[config.mk]
export PLATFORM = sky130hd
export DESIGN_NAME = timer_pwm_channel_update
export DESIGN_NICKNAME = d
export VERILOG_FILES = /design/src/hdl/timer_pwm_pkg.sv /design/src/hdl/timer_pwm_channel_update.sv
export SDC_FILE = /design/constraint.sdc
export NUM_CORES = 1
export LEC_CHECK = 0
export BUFFER_PORTS_ARGS = -buffer_cell sky130_fd_sc_hd__buf_2
export CAP_MARGIN = 25
export CORE_MARGIN = 2
export CORE_UTILIZATION = 60
export DETAILED_ROUTE_END_ITERATION = 6
export PLACE_DENSITY = 0.8
export SETUP_SLACK_MARGIN = 0.4
export SLEW_MARGIN = 10
export SYNTH_ARGS = -nofsm -noshare
export SYNTH_HDL_FRONTEND = slang
export SYNTH_SLANG_ARGS = --single-unit
[constraint.sdc]
create_clock -name clk_in -period 14.8 [get_ports clk_in]
set_input_delay 2.96 -clock clk_in [delete_from_list [all_inputs] [get_ports clk_in]]
set_output_delay 2.96 -clock clk_in [all_outputs]
set_load 0.005 [all_outputs]
[src/hdl/timer_pwm_pkg.sv]
package timer_pwm_pkg;

   // ----------------------------------------
   // Counter constants
   // ----------------------------------------
   localparam int          CNT_W       = 16;
   localparam logic [15:0] CNT_ZERO    = 16'h0000;
   localparam logic [15:0] CNT_ONE     = 16'h0001;
   localparam logic [15:0] CNT_FULL    = 16'hFFFF;
   localparam logic [1:0]  CLK_OFF     = 2'h0;
   localparam int          PRE_W       = 7;
   localparam logic [6:0]  PRE_ZERO    = 7'h00;
   localparam logic [6:0]  PRE_ONE     = 7'h01;
   localparam logic [7:0]  MASK_ONE    = 8'h01;
   localparam int          CH_MAX      = 8;

   // ----------------------------------------
   // Byte access selector and channel modes
   // ----------------------------------------
   typedef enum logic [2:0] {
      ACC_NONE,
      ACC_CNT_H,
      ACC_CNT_L,
      ACC_CH_SC,
      ACC_CH_VH,
      ACC_CH_VL
   } acc_t;

   typedef enum logic [1:0] {
      MODE_CAPTURE,
      MODE_COMPARE,
      MODE_EDGE_PWM
   } ch_mode_t;

   // One byte-wide CPU access per cycle
   typedef struct packed {
      logic       wr;
      logic       rd;
      acc_t       sel;
      logic [2:0] ch;
      logic [7:0] data;
   } cpu_acc_t;

   // Per-channel state
   typedef struct packed {
      logic [15:0] val;
      logic [7:0]  wbuf_hi;
      logic [7:0]  wbuf_lo;
      logic        got_hi;
      logic        got_lo;
      logic        pend;
      logic        rd_held;
      logic [7:0]  rd_lo;
      logic        pin;
      logic        oe;
      logic        duty_evt;
   } chan_t;

endpackage : timer_pwm_pkg
[src/hdl/timer_pwm_channel_update.sv]
// Function
// [RULE_01] Edge PWM period is modulo plus one
// [RULE_02] Channel value sets duty; polarity selectable
// [RULE_03] Events at period end and duty transition
// [RULE_04] Center PWM period twice modulo value
// [RULE_05] Center mode counts up to modulo, down
// [RULE_06] Down match activates, up match deactivates
// [RULE_07] One pin per channel, one to eight
// [RULE_08] Modulo zero or all-ones means free-running
// [RULE_09] Reading count never disturbs counting
// [RULE_10] Any count byte write clears counter
// [RULE_11] Capture mode ignores channel value writes; code accepts them while center-aligned PWM is on
// [RULE_12] Status write releases read latch always
// [RULE_13] Halt freezes read latch despite reads
// [RULE_14] Halt reads return real register bytes
// [RULE_15] Value bytes buffered, committed as word
// [RULE_16] Clock off: commit on second byte
// [RULE_17] Compare mode: commit on next tick
// [RULE_18] PWM: commit at modulo-1 to modulo
// [RULE_19] Status write resets write buffering
// [RULE_20] Bytes accepted in either order
// [RULE_21] Halt writes go direct, buffer frozen
// [RULE_22] Pending pre-halt sequence completes later
// [RULE_23] System supplies synchronous halt level
`timescale 1ns/1ps
module timer_pwm_channel_update #(
   parameter int NUM_CH = 2
) (
   // Clock and reset
   input  wire logic                                   clk_in,
   input  wire logic                                   rst_n_in,
   // CPU byte access
   input  wire timer_pwm_pkg::cpu_acc_t                cpu_in,
   output logic [7:0]                                  rd_data_out,
   // Configuration
   input  wire logic [1:0]                             clock_source_select_in,
   input  wire logic [2:0]                             prescale_sel_in,
   input  wire logic [15:0]                            counter_modulo_pair_in,
   input  wire logic                                   center_aligned_pwm_in,
   input  wire timer_pwm_pkg::ch_mode_t [NUM_CH-1:0]   ch_mode_in,
   input  wire logic [NUM_CH-1:0]                      active_low_in,
   input  wire logic                                   debug_halt_mode_in,
   // Status and events
   output logic [15:0]                                 timer_count_value_out,
   output logic                                        period_end_out,
   output logic [NUM_CH-1:0]                           duty_event_out,
   // Channel pins
   output logic [NUM_CH-1:0]                           timer_channel_pin_out,
   output logic [NUM_CH-1:0]                           timer_channel_pin_oe_out
);

   // ----------------------------------------
   // State
   // ----------------------------------------
   typedef struct packed {
      logic [15:0]                          cnt;
      logic                                 down;
      logic [6:0]                           pre;
      logic                                 period_end;
      logic [7:0]                           rd_data;
      timer_pwm_pkg::chan_t [NUM_CH-1:0]    ch;
   } state_t;

   state_t      s_r;
   state_t      s_nxt;
   logic        clk_on;
   logic        tick;
   logic        free_run;
   logic [15:0] top;
   logic        pwm_commit;

   function automatic logic pre_done(input logic [6:0] pre, input logic [2:0] sel);
      logic [6:0] mask;
      mask = 7'((timer_pwm_pkg::MASK_ONE << sel) - timer_pwm_pkg::MASK_ONE);
      return (pre & mask) == mask;
   endfunction : pre_done

   function automatic logic is_pwm(input timer_pwm_pkg::ch_mode_t m, input logic ctr);
      return ctr || (m == timer_pwm_pkg::MODE_EDGE_PWM);
   endfunction : is_pwm

   // ----------------------------------------
   // Next-state logic
   // ----------------------------------------
   always_comb
   begin
      timer_pwm_pkg::chan_t c;
      logic                 hit;
      logic                 pwm;
      c            = '0;
      hit          = 1'b0;
      pwm          = 1'b0;
      s_nxt        = s_r;
      s_nxt.period_end = 1'b0;
      free_run     = (counter_modulo_pair_in == timer_pwm_pkg::CNT_ZERO) ||
                     (counter_modulo_pair_in == timer_pwm_pkg::CNT_FULL); // RULE_08
      top          = free_run ? timer_pwm_pkg::CNT_FULL : counter_modulo_pair_in;
      clk_on       = clock_source_select_in != timer_pwm_pkg::CLK_OFF;
      tick         = clk_on && pre_done(s_r.pre, prescale_sel_in);
      // Covers FFFE->FFFF when free-running since top is all ones then
      pwm_commit   = tick && !s_r.down && (s_r.cnt == 16'(top - timer_pwm_pkg::CNT_ONE)); // RULE_18

      if (clk_on)
      begin
         s_nxt.pre = tick ? timer_pwm_pkg::PRE_ZERO : 7'(s_r.pre + timer_pwm_pkg::PRE_ONE);
      end

      // ----------------------------------------
      // Counter
      // ----------------------------------------
      if (tick)
      begin
         if (center_aligned_pwm_in)
         begin
            if (!s_r.down)
            begin
               if (s_r.cnt >= top)
               begin
                  s_nxt.down = 1'b1; // RULE_05
                  s_nxt.cnt  = 16'(s_r.cnt - timer_pwm_pkg::CNT_ONE); // RULE_04
               end
               else
               begin
                  s_nxt.cnt = 16'(s_r.cnt + timer_pwm_pkg::CNT_ONE);
               end
            end
            else if (s_r.cnt == timer_pwm_pkg::CNT_ZERO)
            begin
               s_nxt.down       = 1'b0;
               s_nxt.cnt        = timer_pwm_pkg::CNT_ONE;
               s_nxt.period_end = 1'b1;
            end
            else
            begin
               s_nxt.cnt = 16'(s_r.cnt - timer_pwm_pkg::CNT_ONE);
            end
         end
         else if (s_r.cnt >= top)
         begin
            s_nxt.cnt        = timer_pwm_pkg::CNT_ZERO; // RULE_01
            s_nxt.down       = 1'b0;
            s_nxt.period_end = 1'b1; // RULE_03
         end
         else
         begin
            s_nxt.cnt  = 16'(s_r.cnt + timer_pwm_pkg::CNT_ONE);
            s_nxt.down = 1'b0;
         end
      end

      // Count reads only copy the value out
      if (cpu_in.rd && cpu_in.sel == timer_pwm_pkg::ACC_CNT_H)
      begin
         s_nxt.rd_data = s_r.cnt[15:8]; // RULE_09
      end
      if (cpu_in.rd && cpu_in.sel == timer_pwm_pkg::ACC_CNT_L)
      begin
         s_nxt.rd_data = s_r.cnt[7:0]; // RULE_09
      end
      if (cpu_in.wr && (cpu_in.sel == timer_pwm_pkg::ACC_CNT_H ||
                        cpu_in.sel == timer_pwm_pkg::ACC_CNT_L))
      begin
         s_nxt.cnt  = timer_pwm_pkg::CNT_ZERO; // RULE_10
         s_nxt.pre  = timer_pwm_pkg::PRE_ZERO;
         s_nxt.down = 1'b0;
      end

      // ----------------------------------------
      // Channels
      // ----------------------------------------
      for (int i = 0; i < NUM_CH; i++)
      begin
         c   = s_r.ch[i];
         hit = cpu_in.ch == 3'(i);
         pwm = is_pwm(ch_mode_in[i], center_aligned_pwm_in);
         c.duty_evt = 1'b0;
         c.oe       = center_aligned_pwm_in ||
                      (ch_mode_in[i] != timer_pwm_pkg::MODE_CAPTURE); // RULE_07

         // Buffer frozen during halt, so a pending word waits for resume
         if (c.pend && !debug_halt_mode_in)
         begin
            if ((pwm && pwm_commit) || (!pwm && tick))
            begin
               c.val  = {c.wbuf_hi, c.wbuf_lo}; // RULE_17 RULE_22
               c.pend = 1'b0;
            end
         end

         // Output generation uses the committed value
         if (tick && center_aligned_pwm_in)
         begin
            if (s_r.cnt == c.val)
            begin
               c.pin      = active_low_in[i] ^ s_r.down; // RULE_06
               c.duty_evt = 1'b1;
            end
         end
         else if (tick && pwm)
         begin
            c.pin      = active_low_in[i] ^ (s_nxt.cnt < c.val); // RULE_02
            c.duty_evt = s_nxt.cnt == c.val; // RULE_03
         end
         else if (tick && ch_mode_in[i] == timer_pwm_pkg::MODE_COMPARE &&
                  s_r.cnt == c.val)
         begin
            c.pin      = !c.pin;
            c.duty_evt = 1'b1;
         end

         if (cpu_in.wr && hit && cpu_in.sel == timer_pwm_pkg::ACC_CH_SC)
         begin
            c.got_hi  = 1'b0; // RULE_19
            c.got_lo  = 1'b0;
            c.pend    = 1'b0;
            c.rd_held = 1'b0; // RULE_12
         end

         if (cpu_in.wr && hit && c.oe &&
             (cpu_in.sel == timer_pwm_pkg::ACC_CH_VH ||
              cpu_in.sel == timer_pwm_pkg::ACC_CH_VL)) // RULE_11
         begin
            if (debug_halt_mode_in)
            begin
               if (cpu_in.sel == timer_pwm_pkg::ACC_CH_VH)
               begin
                  c.val[15:8] = cpu_in.data; // RULE_21
               end
               else
               begin
                  c.val[7:0] = cpu_in.data; // RULE_21
               end
            end
            else
            begin
               if (cpu_in.sel == timer_pwm_pkg::ACC_CH_VH)
               begin
                  c.wbuf_hi = cpu_in.data; // RULE_15
                  c.got_hi  = 1'b1;
               end
               else
               begin
                  c.wbuf_lo = cpu_in.data; // RULE_15
                  c.got_lo  = 1'b1;
               end
               if (c.got_hi && c.got_lo)
               begin
                  c.got_hi = 1'b0; // RULE_20
                  c.got_lo = 1'b0;
                  if (!clk_on)
                  begin
                     c.val  = {c.wbuf_hi, c.wbuf_lo}; // RULE_16
                     c.pend = 1'b0;
                  end
                  else
                  begin
                     c.pend = 1'b1;
                  end
               end
            end
         end

         if (cpu_in.rd && hit && cpu_in.sel == timer_pwm_pkg::ACC_CH_VH)
         begin
            s_nxt.rd_data = s_r.ch[i].val[15:8]; // RULE_14
            if (!debug_halt_mode_in)
            begin
               c.rd_lo   = s_r.ch[i].val[7:0];
               c.rd_held = 1'b1;
            end
         end
         if (cpu_in.rd && hit && cpu_in.sel == timer_pwm_pkg::ACC_CH_VL)
         begin
            if (debug_halt_mode_in)
            begin
               s_nxt.rd_data = s_r.ch[i].val[7:0]; // RULE_13 RULE_14
            end
            else
            begin
               s_nxt.rd_data = c.rd_held ? c.rd_lo : s_r.ch[i].val[7:0];
               c.rd_held     = 1'b0;
            end
         end
         s_nxt.ch[i] = c;
      end
   end

   always_ff @(posedge clk_in)
   begin
      if (!rst_n_in)
      begin
         s_r <= '0;
      end
      else
      begin
         s_r <= s_nxt;
      end
   end

   // ----------------------------------------
   // Outputs
   // ----------------------------------------
   always_comb
   begin
      rd_data_out           = s_r.rd_data;
      timer_count_value_out = s_r.cnt;
      period_end_out        = s_r.period_end;
      for (int i = 0; i < NUM_CH; i++)
      begin
         duty_event_out[i]           = s_r.ch[i].duty_evt;
         timer_channel_pin_out[i]    = s_r.ch[i].pin;
         timer_channel_pin_oe_out[i] = s_r.ch[i].oe;
      end
   end
endmodule : timer_pwm_channel_update

; ---- Yosys cells after proc, flatten, opt, wreduce, memory -nomap -nowiden
; Cells that the tools add are included.
[totals]
register_bits = 127
latch_bits = 0
mem_bits_rw = 0
mem_bits_ro = 0
in_bits = 47
out_inout_bits = 31
word_cells = 219
memories = 0
[classes]
add_sub_neg = 5
multipliers = 0
div_mod_pow = 0
order_cmp = 3
n_eq_ne = 19
n_shift = 1
muxes = 92
n_bitwise = 7
reduce_logical = 65
[op_table]
columns = cell, count
row1 = 2-to-1 mux 16 bit, 13
row2 = 2-to-1 mux 8 bit, 18
row3 = == test 16 bit, 5
row4 = 2-to-1 mux 35 bit, 2
row5 = 2-to-1 mux 17 bit, 4
row6 = 2-to-1 mux 1 bit, 42
row7 = 2-to-1 mux 19 bit, 2
row8 = 2-to-1 mux 9 bit, 4
row9 = logical AND 1 bit, 35
row10 = zero test 16 bit, 2
row11 = less-than comparator 16 bit, 2
row12 = subtractor 16 x 1 -> 16 bit (second input constant), 2
row13 = 2-to-1 mux 24 bit, 1
row14 = adder 16 x 1 -> 16 bit (second input constant), 1
row15 = == test 16 bit (second input constant), 1
row16 = greater-or-equal comparator 16 bit, 1
row17 = 2-to-1 mux 7 bit, 2
row18 = AND reduction 2 bit, 5
row19 = logical OR 1 bit, 9
row20 = 2-to-1 mux 4 bit, 2
row21 = adder 7 x 1 -> 7 bit (second input constant), 1
row22 = AND 7 bit, 1
row23 = == test 7 bit, 1
row24 = << shifter 1 x 3 -> 7 bit (first input constant), 1
row25 = other kinds (17), 35

; ---- Longest topological paths before layout
[depth]
depth_word = 19
ltp_mapped = 32
ltp_nobuf = 28

; ---- Worst setup path after synthesis
; No wires, ideal clock.
[synth_path]
path_kind = input to register
from = in counter_modulo_pair_in[12]
to = reg s_r (netlist bit timer_channel_pin_out[0])
setup_time_ps = 75
arrival_time_ps = 8829
t_required_ps = 14725
setup_slack_ps = 5896
path_stages = 30
n_path_buf = 6
cell_sequence = clkbuf_1 -> nor4_1 -> and4_1 -> clkbuf_1 -> nor2_1 -> ha_1 -> or4b_2 -> or4_1 -> buf_2 -> and3_1 -> o311a_1 -> o2111ai_1 -> nor4bb_1 -> buf_2 -> o21ai_1 -> buf_2 -> buf_4 -> nor2_1 -> a21oi_1 -> ha_1 -> a21o_1 -> a21o_1 -> a21oi_1 -> o221ai_1 -> a41o_1 -> a31oi_1 -> xor2_1 -> nor2_1 -> or3_1 -> o22ai_1
[synth_via]
elab_chain_len = 14
elab_cells_between_ends = 27
classes_between = add/sub: 1 / order compare: 2 / eq/ne: 4 / mux: 11 / bitwise: 1 / reduce/logical: 8
[synth_lines]
columns = element, line_no
row1 = start: declaration, timer_pwm_channel_update.sv:38  ; input wire logic [15:0] counter_modulo_pair_in,
row2 = == test 16 bit / zero test 16 bit (equally long branches), "timer_pwm_channel_update.sv:96, timer_pwm_channel_update.sv:95"
row3 = logical OR 1 bit, timer_pwm_channel_update.sv:95  ; free_run = (counter_modulo_pair_in == timer_pwm_pkg::CNT_ZERO) ||
row4 = 2-to-1 mux 16 bit *, timer_pwm_channel_update.sv:97  ; top = free_run ? timer_pwm_pkg::CNT_FULL : counter_modulo_pair_in;
row5 = subtractor 16 x 1 -> 16 bit, timer_pwm_channel_update.sv:101  ; pwm_commit = tick && !s_r.down && (s_r.cnt == 16'(top - timer_pwm_pkg::CNT_ONE));
row6 = == test 16 bit, timer_pwm_channel_update.sv:101
row7 = logical AND 1 bit, timer_pwm_channel_update.sv:101
row8 = logical AND 1 bit, timer_pwm_channel_update.sv:183  ; if ((pwm && pwm_commit) || (!pwm && tick))
row9 = logical OR 1 bit, timer_pwm_channel_update.sv:183
row10 = 2-to-1 mux 16 bit, timer_pwm_channel_update.sv:183
row11 = 2-to-1 mux 16 bit, timer_pwm_channel_update.sv:181  ; if (c.pend && !debug_halt_mode_in)
row12 = less-than comparator 16 bit / == test 16 bit (equally long branches), "timer_pwm_channel_update.sv:201, timer_pwm_channel_update.sv:193, timer_pwm_channel_update.sv:205"
row13 = XOR 1 bit / logical AND 1 bit (equally long branches), "timer_pwm_channel_update.sv:201, timer_pwm_channel_update.sv:204"
row14 = 2-to-1 mux 1 bit / nonzero test 3 bit (equally long branches), n/a
row15 = 2-to-1 mux 1 bit / AND reduction 2 bit (equally long branches), n/a
row16 = end signal: assignment, timer_pwm_channel_update.sv:296  ; s_r <= s_nxt;
row17 = end: declaration, timer_pwm_channel_update.sv:64  ; state_t s_r;
; Every way passes the cells marked *; elsewhere a longest branch is shown, timed or not.
; A chain may end at the register's enable or synchronous reset.

==> run_results.csv <==
group,metric,value,unit
power,p_leak,4.42,nW
run,maxCapViolCount,0,
die,dieHeight,136,µm
placement,placed_cell_area,0.0107,mm²
hold_path,hold_depth,2,
die,die_x,136,µm
synth,synth_largest_area_cell,"dfxtp_1",
synth,synth_adder_area_share,6.46,%
hold_path,min-delay-start,"rd_data_out[7]",
global_route,grt_pass1_vias,9770,
clock_tree,path_clk_slew,0.06,ns
finish,final_area,0.0113,mm²
critical_path,critPathMaxFanout,18,
die,start_util,60.9,%
finish,antenna_cells,0,
synth,ys_ff_latch,127,
synth,syn-instance-count,1432,
clock_tree,cts_tree,"yes",
timing,worst_slew_pin_slew,1.02,ns
timing,fin_crit,8.96,ns
synth,netlist_top_cells_area,"dfxtp_1 24%, nand2_1 7.0%, ha_1 6.5%",
clock_tree,cts_root_buffer,"clkbuf_16",
timing,slew_viol_final,0,
critical_path,r2r-end,"timer_channel_pin_out[0]",
power,power.density,77.0,mW/mm²
outcome,status,"complete, no violations",
synth,synthTopCellsByCount,"195 x nand2_1, 141 x nor2_1, 127 x dfxtp_1",
die,num_io_pins,78,
critical_path,r2r-start,"timer_count_value_out[0]",
drt,drt_pass1_iterations,6,
clock_tree,hold_buffers,0,
die,coreArea,0.0172,mm²
critical_path,worst_setup_path_start_kind,"input pin",
hold_path,hold_path.class,"flop to flop",
critical_path,crit_start,"counter_modulo_pair_in[0]",
synth,synthXorXnorAreaFrac,6.99,%
critical_path,rrSetupSlack,8.46,ns
global_route,track_usage,38.3,%
timing,setup_violations,0,
clock_tree,clockBufferDepth,2,
drt,drt-total-wl,36100,µm
die,dieArea,0.0185,mm²
synth,ys_warn_count,0,
drt,wl_per_cell,21.7,µm
timing,tns,0,ns
global_route,use_met1,50.6,%
timing,hold_viol,0,
synth,synth_compound_area_share,25.6,%
clock_tree,post_cts_buffers,0,
global_route,overflow,0,
hold_path,hold_end,"rd_data_out[7]",
placement,dp_hpwl,26000,µm
placement,numPortBuffers,77,
timing,period_share,60.6,%
drt,vias_per_cell,6.75,
finish,drive_gt1_share,10.7,%
synth,synth_top_family_by_area,"compound AO/OA/AOI/OAI gates",
global_route,top_usage_layer,"met2",
synth,synth.avg_cell_area,7.31,µm²
critical_path,arrival,9.32,ns
synth,synth_flop_cell,"dfxtp_1",
synth,synth.cell_area,0.0105,mm²
critical_path,worstSetupEndpointType,"flop",
global_route,grt_util_met2,58.7,%
synth,synthMuxAreaShare,5.09,%
global_route,grt_max_degree,96,
synth,synth_nets,1533,
clock_tree,clk_latency,0.43,ns
placement,routabilityCongestion,1.02,
synth,synth_edf_count,0,
power,vdd_ir_drop_max,0.0793,mV
critical_path,ff2ff_path_depth,24,
critical_path,crit_type,"input pin to flop",
synth,synth.distinct_cells,72,
critical_path,required,15.16,ns
clock_tree,cts_buffers,17,
global_route,grt_pass1_wl,54500,µm
die,core.rowCount,48,
synth,async_flop_share,0,%
global_route,antenna_found_initial,0,
synth,synth_most_common_cell,"nand2_1",
timing,grt_setup_unrepaired,"no",
timing,maxSlewHeadroom,31.4,%
drt,vias,11200,
clock_tree,htreeDepth,4,
synth,ys_seq_area_share,24.3,%
clock_tree,cts_num_sinks,127,
timing,fmax,0.112,GHz
drt,drtAntennaViolNets,0,
finish,fin_nets,1522,
drt,drc_errors,0,
global_route,use_met3,7.64,%
synth,synth_top_area_share,24.3,%
drt,drt_iter0_drc,1190,
synth,yosys.area_share.simple,24.4,%
finish,syn_to_final_growth,8.01,%
timing,finalClockSkew,0.00825,ns
clock_tree,ctsResizeCount,0,
## critical path: stages
cell	delay, ns
buf_2	0.14
nor4_1	0.52
and4_1	0.55
nor2_1	0.12
inv_1	0.08
ha_1	0.23
nand2b_1	0.14
a21o_1	0.17
a21o_1	0.18
a21o_1	0.18
a21oi_1	0.19
o211a_1	0.36
nand2_1	0.44
o211ai_1	0.32
o21ai_0	0.13
a22oi_1	0.33
nor2_1	0.15
ha_1	0.34
a21o_1	0.16
a21o_1	0.17
a21oi_1	0.16
o221ai_1	0.15
a41o_1	0.23
a31oi_1	0.22
xor2_1	0.20
nor2_1	0.06
or3_1	0.30
o22ai_1	0.14
## layout make-up
cell class                      count  area, µm²
Fill cell                        1559       5870
Inverter                           35        131
Sequential cell                   127       2540
Timing Repair Buffer              101        571
Multi-Input combinational cell   1139       7180
Clock buffer                       17        425
Clock inverter                     15        174
Tap cell                          225        282
## layer usage
layer	routed length, µm	up-vias
li1	-	5132
met1	14500	5113
met2	15700	804
met3	4000	143
met4	1850	0
met5	0	-
## cells in the final DEF (no fill, tap or decap), drive strengths merged, types with 5 or more instances in the layout
cell type  netlist  routed
o22a            25      25
nor3            38      38
mux2i           42      42
o2111ai          6       6
o21ai           70      70
o22ai           14      14
nand2b           9       9
buf             55     100
nor2b           30      30
xnor2           55      55
and3            10      10
o21a            13      13
a22oi           30      30
and2            12      12
nor4            14      14
nand2          195     195
xor2            26      26
or4              5       5
dfxtp          127     127
o211ai          12      12
a21o            11      11
ha              54      54
mux2            10      10
o221ai          10      10
nor2           141     141
nor3b            6       6
or2              6       6
clkbuf          76      18
a211oi          30      30
or3             14      14
a21oi          116     116
a31oi           10      10
a311o            8       8
nand3           27      27
inv             34      41
nand4           27      27
## flip-flops by register name (all words and copies together), names as in the netlist
register,flops
period_end_out,1
s_r,96
duty_event_out,2
rd_data_out,8
timer_channel_pin_oe_out,2
timer_channel_pin_out,2
timer_count_value_out,16
## worst max-delay path by stage
| stage | to | slack [ns] | depth (start not counted) |
|---|---|---|---|
| 2_1_floorplan | timer_channel_pin_out[0] | 5.90 | 30 |
| 3_3_place_gp | timer_channel_pin_out[0] | 5.27 | 27 |
| 3_5_place_dp | timer_channel_pin_out[0] | 5.17 | 27 |
| 4_1_cts | timer_channel_pin_out[0] | 5.59 | 27 |
| 5_1_grt | timer_channel_pin_out[0] | 5.42 | 28 |
| 6_report | timer_channel_pin_out[0] | 5.84 | 28 |
## logic make-up (layout without fill, tap and decap cells)
family,Yosys count,in the layout
xor gates and xnor gates,82,82
buffers and inverters,166,168
adders and majority gates,54,54
and+or+nand+nor,547,547
AOI/OAI and AO/OA,404,404
DFF,127,127
muxes,52,52
## where the power goes
part	internal [W]	switching, W	total, W
logic	0.0000327	0.0000615	0.0000942
clock network	0.000253	0.000177	0.000430
registers	0.000344	0.00000264	0.000347
## stage by stage
step                util [%]  hold slack, ns  setup slack [ns]  power [W]  instances
CTS                     65.7           0.453              5.59   0.000869       1657
finish                  65.8           0.451              5.84   0.000871       1659
global route            65.8           0.475              5.42   0.000894       1659
floorplan                  -           0.437              5.90   0.000417       1432
detailed placement      62.2           0.445              5.17   0.000445       1625
global placement        62.2           0.441              5.27   0.000444       1625
(Power assumes the default switching activity.)
